==> config.mk <==
export PLATFORM = sky130hd
export DESIGN_NAME = ueif_regs
export DESIGN_NICKNAME = d
export VERILOG_FILES = /design/src/core/ueif_pkg.sv /design/src/core/ueif_regs.sv /design/src/core/ueif_fifo.sv
export SDC_FILE = /design/constraint.sdc
export NUM_CORES = 1
export LEC_CHECK = 0
export BUFFER_PORTS_ARGS = -buffer_cell sky130_fd_sc_hd__buf_2
export CORE_UTILIZATION = 46
export CTS_CLUSTER_SIZE = 25
export DETAILED_ROUTE_END_ITERATION = 6
export PLACE_DENSITY = 0.72
export SYNTH_ARGS = -nofsm -noshare
export SYNTH_HDL_FRONTEND = slang
export SYNTH_SLANG_ARGS = --single-unit
export TNS_END_PERCENT = 30
==> constraint.sdc <==
create_clock -name sys_clk -period 8.12 [get_ports sys_clk]
set_input_delay 1.624 -clock sys_clk [delete_from_list [all_inputs] [get_ports sys_clk]]
set_output_delay 1.624 -clock sys_clk [all_outputs]
set_load 0.1 [all_outputs]
==> src/core/ueif_pkg.sv <==
// Shared constants for the USB endpoint interrupt, FIFO and frame-number register slice.
package ueif_pkg;

  // ----------------------------------------------------------------
  // Register addresses in the special-function register space
  // ----------------------------------------------------------------
  localparam logic [7:0] ADDR_FRAME_LOW   = 8'hBA;
  localparam logic [7:0] ADDR_FRAME_HIGH  = 8'hBB;
  localparam logic [7:0] ADDR_IRQ_ENABLE  = 8'hC2;
  localparam logic [7:0] ADDR_FIFO_DATA   = 8'hCF;
  localparam logic [7:0] ADDR_BYTE_COUNT  = 8'hE2;
  localparam logic [7:0] ADDR_CLOCK_DIV   = 8'hEA;
  localparam logic [7:0] ADDR_IRQ_FLAGS   = 8'hF8;

  // ----------------------------------------------------------------
  // Widths and depths
  // ----------------------------------------------------------------
  localparam int NUM_EP      = 3;
  localparam int EP_W        = 2;
  localparam int BYTE_W      = 8;
  localparam int FIFO_DEPTH  = 8;
  localparam int FNUM_W      = 11;
  localparam int FNUM_LO_W   = 8;
  localparam int FNUM_HI_W   = 3;
  localparam int BCNT_W      = 7;
  localparam int CLKDIV_W    = 2;

  // ----------------------------------------------------------------
  // Field positions
  // ----------------------------------------------------------------
  localparam int POS_CRC_GOOD = 5;
  localparam int POS_CRC_BAD  = 4;

  // Endpoint status sources, one vector per endpoint.
  localparam int ST_IN_SENT    = 0;
  localparam int ST_OUT_BANK0  = 1;
  localparam int ST_SETUP      = 2;
  localparam int ST_STALL_CRC  = 3;
  localparam int ST_OUT_BANK1  = 4;
  localparam int ST_W          = 5;

  localparam logic [ST_W-1:0] ST_SETUP_ONLY = 5'h04;

  // ----------------------------------------------------------------
  // Reset values
  // ----------------------------------------------------------------
  localparam logic [BYTE_W-1:0]   RST_BYTE   = 8'h00;
  localparam logic [NUM_EP-1:0]   RST_EN     = 3'h0;
  localparam logic [FNUM_W-1:0]   RST_FNUM   = 11'h000;
  localparam logic [CLKDIV_W-1:0] RST_CLKDIV = 2'h0;
  localparam logic [BCNT_W-1:0]   RST_BCNT   = 7'h00;
  localparam logic [ST_W-1:0]     RST_ST     = 5'h00;

endpackage

==> src/core/ueif_regs.sv <==
// USB endpoint interrupt, FIFO access, byte count, frame number and clock divider registers.
//
// Contract
// - One interrupt enable bit per endpoint.
// - Reserved upper bits read zero, never written.
// - Any endpoint source sets its flag.
// - Sources: sent, out banks, setup, stall/crc.
// - Interrupt only when flag and enable set.
// - Flags read-only, cleared when sources clear.
// - FIFO register writes push, reads pop bytes.
// - FIFO and count follow selected endpoint.
// - Seven-bit received byte count, bit seven zero.
// - Eleven-bit frame number split over two registers.
// - Corrupted frame keeps stored frame number.
// - Good frame sets CRC-good bit five.
// - Corrupted frame sets CRC-bad bit four.
// - CRC bits reflect only latest frame.
// - Frame interrupt right after frame PID.
// - Two-bit field selects controller clock divider.
// - Setup sets its bit, clears others.
`timescale 1ns/100ps
module ueif_regs
  import ueif_pkg::*;
(
  input  wire logic                     sys_clk,
  input  wire logic                     rst,
  input  wire logic [7:0]               sfr_addr,
  input  wire logic                     sfr_wr,
  input  wire logic                     sfr_rd,
  input  wire logic [BYTE_W-1:0]        sfr_wdata,
  output logic [BYTE_W-1:0]             sfr_rdata,
  input  wire logic [EP_W-1:0]          selected_endpoint,
  input  wire logic [NUM_EP*ST_W-1:0]   status_set,
  input  wire logic [NUM_EP*ST_W-1:0]   status_clr,
  output logic [NUM_EP*ST_W-1:0]        endpoint_status,
  output logic [NUM_EP-1:0]             tx_valid,
  input  wire logic [NUM_EP-1:0]        tx_ready,
  output logic [NUM_EP*BYTE_W-1:0]      tx_data,
  input  wire logic                     rx_valid,
  output logic                          rx_ready,
  input  wire logic [BYTE_W-1:0]        rx_data,
  input  wire logic [EP_W-1:0]          rx_ep,
  input  wire logic                     rx_pkt_start,
  input  wire logic                     rx_pkt_end,
  input  wire logic                     sof_pid,
  input  wire logic                     sof_done,
  input  wire logic [FNUM_W-1:0]        sof_frame,
  input  wire logic                     sof_crc_ok,
  output logic                          sof_irq,
  output logic                          usb_irq,
  output logic                          usb_clk_en
);

  // ----------------------------------------------------------------
  // State
  // ----------------------------------------------------------------
  logic [NUM_EP-1:0]   irq_en_q;
  logic [ST_W-1:0]     status_q [NUM_EP];
  logic [NUM_EP-1:0]   ep_flags;
  logic [BCNT_W-1:0]   bcnt_q [NUM_EP];
  logic [BCNT_W-1:0]   pkt_cnt_q;
  logic [FNUM_W-1:0]   frame_q;
  logic                crc_good_q;
  logic                crc_bad_q;
  logic [CLKDIV_W-1:0] clkdiv_q;
  logic [CLKDIV_W-1:0] div_cnt_q;
  logic                usb_clk_en_q;
  logic                usb_irq_q;
  logic                sof_irq_q;
  logic [BYTE_W-1:0]   rdata_q;
  logic                wr_en;
  logic                wr_div;
  logic                wr_fifo;
  logic                rd_fifo;
  logic [NUM_EP-1:0]   rxf_valid;
  logic [NUM_EP-1:0]   rxf_in_ready;
  logic [BYTE_W-1:0]   rxf_data [NUM_EP];
  logic                rx_push;

  assign wr_en   = sfr_wr && (sfr_addr == ADDR_IRQ_ENABLE);
  assign wr_div  = sfr_wr && (sfr_addr == ADDR_CLOCK_DIV);
  assign wr_fifo = sfr_wr && (sfr_addr == ADDR_FIFO_DATA);
  assign rd_fifo = sfr_rd && (sfr_addr == ADDR_FIFO_DATA);

  // ----------------------------------------------------------------
  // Interrupt enable and clock divider fields
  // ----------------------------------------------------------------
  always_ff @(posedge sys_clk or posedge rst) begin
    if (rst) begin
      irq_en_q <= RST_EN;
    end else if (wr_en) begin
      irq_en_q <= sfr_wdata[NUM_EP-1:0];
    end
  end

  always_ff @(posedge sys_clk or posedge rst) begin
    if (rst) begin
      clkdiv_q <= RST_CLKDIV;
    end else if (wr_div) begin
      clkdiv_q <= sfr_wdata[CLKDIV_W-1:0];
    end
  end

  // The controller clock is an enable pulse, one in every (select + 1) cycles.
  always_ff @(posedge sys_clk or posedge rst) begin
    if (rst) begin
      div_cnt_q    <= RST_CLKDIV;
      usb_clk_en_q <= 1'b0;
    end else begin
      if (div_cnt_q >= clkdiv_q) begin
        div_cnt_q    <= RST_CLKDIV;
        usb_clk_en_q <= 1'b1;
      end else begin
        div_cnt_q    <= div_cnt_q + 1'b1;
        usb_clk_en_q <= 1'b0;
      end
    end
  end

  assign usb_clk_en = usb_clk_en_q;

  // ----------------------------------------------------------------
  // Endpoint status sources and flags
  // ----------------------------------------------------------------
  for (genvar e = 0; e < NUM_EP; e++) begin : g_ep
    logic [ST_W-1:0] set_v;
    logic [ST_W-1:0] clr_v;

    assign set_v = status_set[e*ST_W +: ST_W];
    assign clr_v = status_clr[e*ST_W +: ST_W];

    always_ff @(posedge sys_clk or posedge rst) begin
      if (rst) begin
        status_q[e] <= RST_ST;
      end else if (set_v[ST_SETUP]) begin
        status_q[e] <= ST_SETUP_ONLY;
      end else begin
        // Sources held here.
        // A set arriving with its clear wins, so no event is lost.
        status_q[e] <= (status_q[e] & ~clr_v) | set_v;
      end
    end

    assign ep_flags[e] = |status_q[e];
    assign endpoint_status[e*ST_W +: ST_W] = status_q[e];
  end

  always_ff @(posedge sys_clk or posedge rst) begin
    if (rst) begin
      usb_irq_q <= 1'b0;
    end else begin
      usb_irq_q <= |(ep_flags & irq_en_q);
    end
  end

  assign usb_irq = usb_irq_q;

  // ----------------------------------------------------------------
  // Endpoint FIFOs
  // ----------------------------------------------------------------
  // Each endpoint owns a transmit and a receive FIFO, so pointers never mix.
  for (genvar e = 0; e < NUM_EP; e++) begin : g_fifo
    ueif_fifo #(
      .W (BYTE_W),
      .D (FIFO_DEPTH)
    ) u_tx (
      .sys_clk   (sys_clk),
      .rst       (rst),
      .in_valid  (wr_fifo && (selected_endpoint == EP_W'(e))),
      .in_ready  (),
      .in_data   (sfr_wdata),
      .out_valid (tx_valid[e]),
      .out_ready (tx_ready[e]),
      .out_data  (tx_data[e*BYTE_W +: BYTE_W])
    );

    ueif_fifo #(
      .W (BYTE_W),
      .D (FIFO_DEPTH)
    ) u_rx (
      .sys_clk   (sys_clk),
      .rst       (rst),
      .in_valid  (rx_valid && (rx_ep == EP_W'(e))),
      .in_ready  (rxf_in_ready[e]),
      .in_data   (rx_data),
      .out_valid (rxf_valid[e]),
      .out_ready (rd_fifo && (selected_endpoint == EP_W'(e))),
      .out_data  (rxf_data[e])
    );
  end

  // The receive side stalls while the addressed endpoint FIFO is full.
  assign rx_ready = (rx_ep < EP_W'(NUM_EP)) ? rxf_in_ready[rx_ep] : 1'b0;
  assign rx_push  = rx_valid && rx_ready;

  // ----------------------------------------------------------------
  // Received byte count
  // ----------------------------------------------------------------
  always_ff @(posedge sys_clk or posedge rst) begin
    if (rst) begin
      pkt_cnt_q <= RST_BCNT;
    end else if (rx_pkt_start) begin
      pkt_cnt_q <= RST_BCNT;
    end else if (rx_push) begin
      pkt_cnt_q <= pkt_cnt_q + 1'b1;
    end
  end

  for (genvar e = 0; e < NUM_EP; e++) begin : g_bcnt
    always_ff @(posedge sys_clk or posedge rst) begin
      if (rst) begin
        bcnt_q[e] <= RST_BCNT;
      end else if (rx_pkt_end && (rx_ep == EP_W'(e))) begin
        bcnt_q[e] <= rx_push ? pkt_cnt_q + 1'b1 : pkt_cnt_q;
      end
    end
  end

  // ----------------------------------------------------------------
  // Start of frame capture
  // ----------------------------------------------------------------
  always_ff @(posedge sys_clk or posedge rst) begin
    if (rst) begin
      sof_irq_q <= 1'b0;
    end else begin
      sof_irq_q <= sof_pid;
    end
  end

  assign sof_irq = sof_irq_q;

  always_ff @(posedge sys_clk or posedge rst) begin
    if (rst) begin
      frame_q    <= RST_FNUM;
      crc_good_q <= 1'b0;
      crc_bad_q  <= 1'b0;
    end else if (sof_done) begin
      crc_good_q <= sof_crc_ok;
      crc_bad_q  <= !sof_crc_ok;
      if (sof_crc_ok) begin
        frame_q <= sof_frame;
      end
    end
  end

  // ----------------------------------------------------------------
  // Register read port
  // ----------------------------------------------------------------
  // Read data appears the cycle after the read strobe; a FIFO read pops on that edge.
  always_ff @(posedge sys_clk or posedge rst) begin
    if (rst) begin
      rdata_q <= RST_BYTE;
    end else if (sfr_rd) begin
      if (sfr_addr == ADDR_IRQ_ENABLE) begin
        rdata_q <= {{(BYTE_W-NUM_EP){1'b0}}, irq_en_q};
      end else if (sfr_addr == ADDR_IRQ_FLAGS) begin
        rdata_q <= {{(BYTE_W-NUM_EP){1'b0}}, ep_flags};
      end else if (sfr_addr == ADDR_FIFO_DATA) begin
        rdata_q <= (selected_endpoint < EP_W'(NUM_EP)) ? rxf_data[selected_endpoint] : RST_BYTE;
      end else if (sfr_addr == ADDR_BYTE_COUNT) begin
        rdata_q <= (selected_endpoint < EP_W'(NUM_EP)) ? {1'b0, bcnt_q[selected_endpoint]} : RST_BYTE;
      end else if (sfr_addr == ADDR_FRAME_LOW) begin
        rdata_q <= frame_q[FNUM_LO_W-1:0];
      end else if (sfr_addr == ADDR_FRAME_HIGH) begin
        rdata_q <= {2'b00, crc_good_q, crc_bad_q, 1'b0, frame_q[FNUM_W-1:FNUM_LO_W]};
      end else if (sfr_addr == ADDR_CLOCK_DIV) begin
        rdata_q <= {{(BYTE_W-CLKDIV_W){1'b0}}, clkdiv_q};
      end else begin
        rdata_q <= RST_BYTE;
      end
    end
  end

  assign sfr_rdata = rdata_q;
endmodule // ueif_regs

==> src/core/ueif_fifo.sv <==
// Byte FIFO with valid/ready handshakes on both sides.
`timescale 1ns/100ps
module ueif_fifo #(
  parameter int W = 8,
  parameter int D = 8
) (
  input  wire logic         sys_clk,
  input  wire logic         rst,
  input  wire logic         in_valid,
  output logic              in_ready,
  input  wire logic [W-1:0] in_data,
  output logic              out_valid,
  input  wire logic         out_ready,
  output logic [W-1:0]      out_data
);

  localparam int AW = $clog2(D);

  logic [W-1:0]  mem [D];
  logic [AW-1:0] wr_ptr_q;
  logic [AW-1:0] rd_ptr_q;
  logic [AW:0]   count_q;
  logic          push;
  logic          pop;

  assign in_ready  = (count_q != (AW+1)'(D));
  assign out_valid = (count_q != '0);
  assign push      = in_valid && in_ready;
  assign pop       = out_valid && out_ready;
  assign out_data  = mem[rd_ptr_q];

  always_ff @(posedge sys_clk) begin
    if (push) begin
      mem[wr_ptr_q] <= in_data;
    end
  end

  always_ff @(posedge sys_clk or posedge rst) begin
    if (rst) begin
      wr_ptr_q <= '0;
      rd_ptr_q <= '0;
      count_q  <= '0;
    end else begin
      if (push) begin
        wr_ptr_q <= (wr_ptr_q == AW'(D-1)) ? '0 : wr_ptr_q + 1'b1;
      end
      if (pop) begin
        rd_ptr_q <= (rd_ptr_q == AW'(D-1)) ? '0 : rd_ptr_q + 1'b1;
      end
      if (push && !pop) begin
        count_q <= count_q + 1'b1;
      end else if (pop && !push) begin
        count_q <= count_q - 1'b1;
      end
    end
  end

endmodule // ueif_fifo

==> results.cfg <==
[timing]
hold_viol = 0
max_freq_mhz = 220
grt_setup_unrepaired = false
post-route-min-period_ns = 4.56
max_slew.worst_pin.slew_ns = 1.29
fin_crit_sh = 0.561
timing.setup.tns_ns = 0
relSlewSlack = 0.140
fin_skew_ns = 0.0250
setup_viol = 0
fin_ws_ns = 3.56
finalMaxSlewViolations = 0

[critical_path]
crit_fanout = 19
worstPathArrival_ns = 2.93
slowest_stage = dfrtp_1
crit_path_max_incr_delay_ns = 1.09
startpoint_type = register
endpoint_kind = primary output
cp_cell_sequence = mux4_2, mux2_2, buf_2
worstSetupPathType = reg2out
cp_data_required_time_ns = 6.50

[clocking]
cts_inserted_buffers = 52
ctsHoldBuffers = 0
clk-insertion-delay-late_ns = 0.60
htreeDepth = 2
cts_setup_buffers = 0
cts_buffer_depth = 3
clk_pin_slew_ns = 0.06
clock_sinks = 518
cts_tree = built
cts_resized = 0
cts_root_buf = clkbuf_16

[routing]
drt-total-wl_um = 45400
dr.pass1.iters = 5
drc = 0
drtIter0Drc = 831
via_per_inst = 5.62
post_drt_wl_per_cell_um = 21.7
via_count = 11800
postRouteAntennaNets = 0

[placement]
dp_hpwl_um = 30100
place_area_sq_um = 23100
place_congestion = 0.843
placedCellCount = 1998
place_ws_ns = 3.27
io_buffers = 135

[floorplanning]
die_w_um = 219
core_area_sq_um = 46600
initial_core_util = 0.466
io_pins = 136
rows = 79
die_h_um = 219
die_area_sq_um = 48000

[yosys]
synthCells = 1276
yosysWarnings = 0
synthDistinctLibCells = 68
synth_seq_cells = 518
synth_nets = 1409
synth-edff-count = 384
synth_seq_area_share = 0.686
yosys-top-cells-area = edfxtp_1 53%, dfrtp_1 15%, mux4_2 10%
synthArstFlopShare = 0.259
avgSynthCellArea_sq_um = 17.0
yosys.area.top_type = edfxtp_1
ys.flop_type = edfxtp_1
ys_top_cells_by_count = 384 x edfxtp_1, 134 x dfrtp_1, 96 x mux4_2
syn_area_sq_um = 21700
yosysMostFrequentCell = edfxtp_1
yosysTopAreaCellShare = 0.532

[cells_and_area]
fin_nets = 1578
drive_gt1_frac = 0.280
stdcell_count = 2096
fin_area_sq_um = 24800
area_delta_synth_final_pct = 14.5

[global_routing]
grt_pass1_vias = 11800
grt-ovfl-total = 0
antenna_found_initial = 2
grt_max_degree = 90
grt_use_met1 = 0.259
grt.total_usage = 0.194
use_met3 = 0.0319
grt_pass1_wl_um = 69600
busiest_layer = met2
met2_usage = 0.327

[power]
total_power_mw = 7.60
powerDensity_nw_per_um2 = 306
p_leak_nw = 9.10
ir_worst_vdd_mv = 0.510

[flow_run]
max_cap_violations = 0

[min_path]
hp-class = reg2reg

[run_status]
outcome = complete, no violations
[routing by layer]
layer | wire length [um] | vias to the layer above
met5 | 0 | -
met4 | 925 | 0
met3 | 2450 | 72
met2 | 22900 | 348
met1 | 19200 | 6063
li1 | - | 5294
[power by group]
part           leakage (nW)  switching (mW)  internal [mW]
registers              5.14           0.314           3.02
clock network         0.838           0.990           1.41
logic                  3.12            1.21          0.654
[cell type report]
class	instances	area, sq um
sequential	518	14900
fill	3656	21700
clock inverter	26	275
tap	607	759
multi-input combinational	665	6410
timing repair buffer	162	878
antenna	1	2.50
inverter	46	178
clock buffer	71	1450
[registers in the layout (all words and copies together) (netlist names)]
signal and cells:
g_fifo.u_rx.count_q 12, pkt_cnt_q 7, g_fifo.u_rx.rd_ptr_q 9, g_fifo.u_tx.wr_ptr_q 9, g_fifo.u_rx.wr_ptr_q 9, crc_good_q 1, frame_q 11, usb_clk_en 1
bcnt_q 21, g_fifo.u_tx.mem 192, div_cnt_q 2, crc_bad_q 1, sfr_rdata 8, g_fifo.u_tx.count_q 12, clkdiv_q 2, g_fifo.u_tx.rd_ptr_q 9
irq_en_q 3, g_fifo.u_rx.mem 192, usb_irq 1, endpoint_status 15, sof_irq 1
[layout by cell type (no fill, tap or decap), types with 7 or more instances in the layout]
cell type  Yosys  routed
edfxtp_1     384     384
buf_2         18     135
dfrtp_1      134     134
mux4_2        96      96
nand2_1       69      69
mux2_2        68      68
nor2_1        61      61
clkbuf_16      0      54
ha_1          45      45
inv_1         45      44
o21ai_0       42      42
nor3_1        33      33
a21oi_1       31      31
buf_4          4      27
xnor2_1       25      25
mux2i_1       25      25
nand2b_1      19      19
a21o_1        17      17
clkbuf_1      14      14
nor3b_1       12      12
nand3b_1       7       7
nor4_1         7       7
nor2b_1        7       7
clkinv_2       0       7
[path summary, 6_finish.rpt]
kind                                                  from                         to  slack [ns]  depth (start not counted)
worst min register to register                div_cnt_q[0]               div_cnt_q[0]        0.47                          1
max in group asynchronous                              rst        endpoint_status[12]        5.79                          3
min in group asynchronous                              rst                    sof_irq        1.17                          2
worst max register to register   g_fifo[2].u_rx.count_q[0]  g_fifo[2].u_rx.count_q[3]        4.73                         12
worst min-delay path                          div_cnt_q[0]               div_cnt_q[0]        0.47                          1
worst max-delay path            g_fifo[1].u_tx.rd_ptr_q[0]                tx_data[10]        3.56                          3
[critical path, delay by kind of cell (launching register included)]
kind	cells	cell delay, ns
multiplexers	2	0.95
flip-flops	1	1.09
buffers and inverters	1	0.29
[metrics by stage]
| stage | util | hold slack (ns) |
|---|---|---|
| finish | 0.533 | 0.475 |
| detailed placement | 0.496 | 0.473 |
| global placement | 0.496 | 0.460 |
| floorplan | - | 0.443 |
| CTS | 0.533 | 0.481 |
| global route | 0.533 | 0.513 |
[kinds of logic after synthesis]
| kind of cell | count (synthesis) | share of synthesized area |
|---|---|---|
| buf+inv | 93 | 0.0182 |
| xor+xnor | 31 | 0.0125 |
| flops | 518 | 0.686 |
| compound gates | 141 | 0.0437 |
| simple gates | 251 | 0.0602 |
| fa+ha+maj | 51 | 0.0315 |
| mux | 191 | 0.148 |
Note: power is estimated with default switching activity, not from simulation.
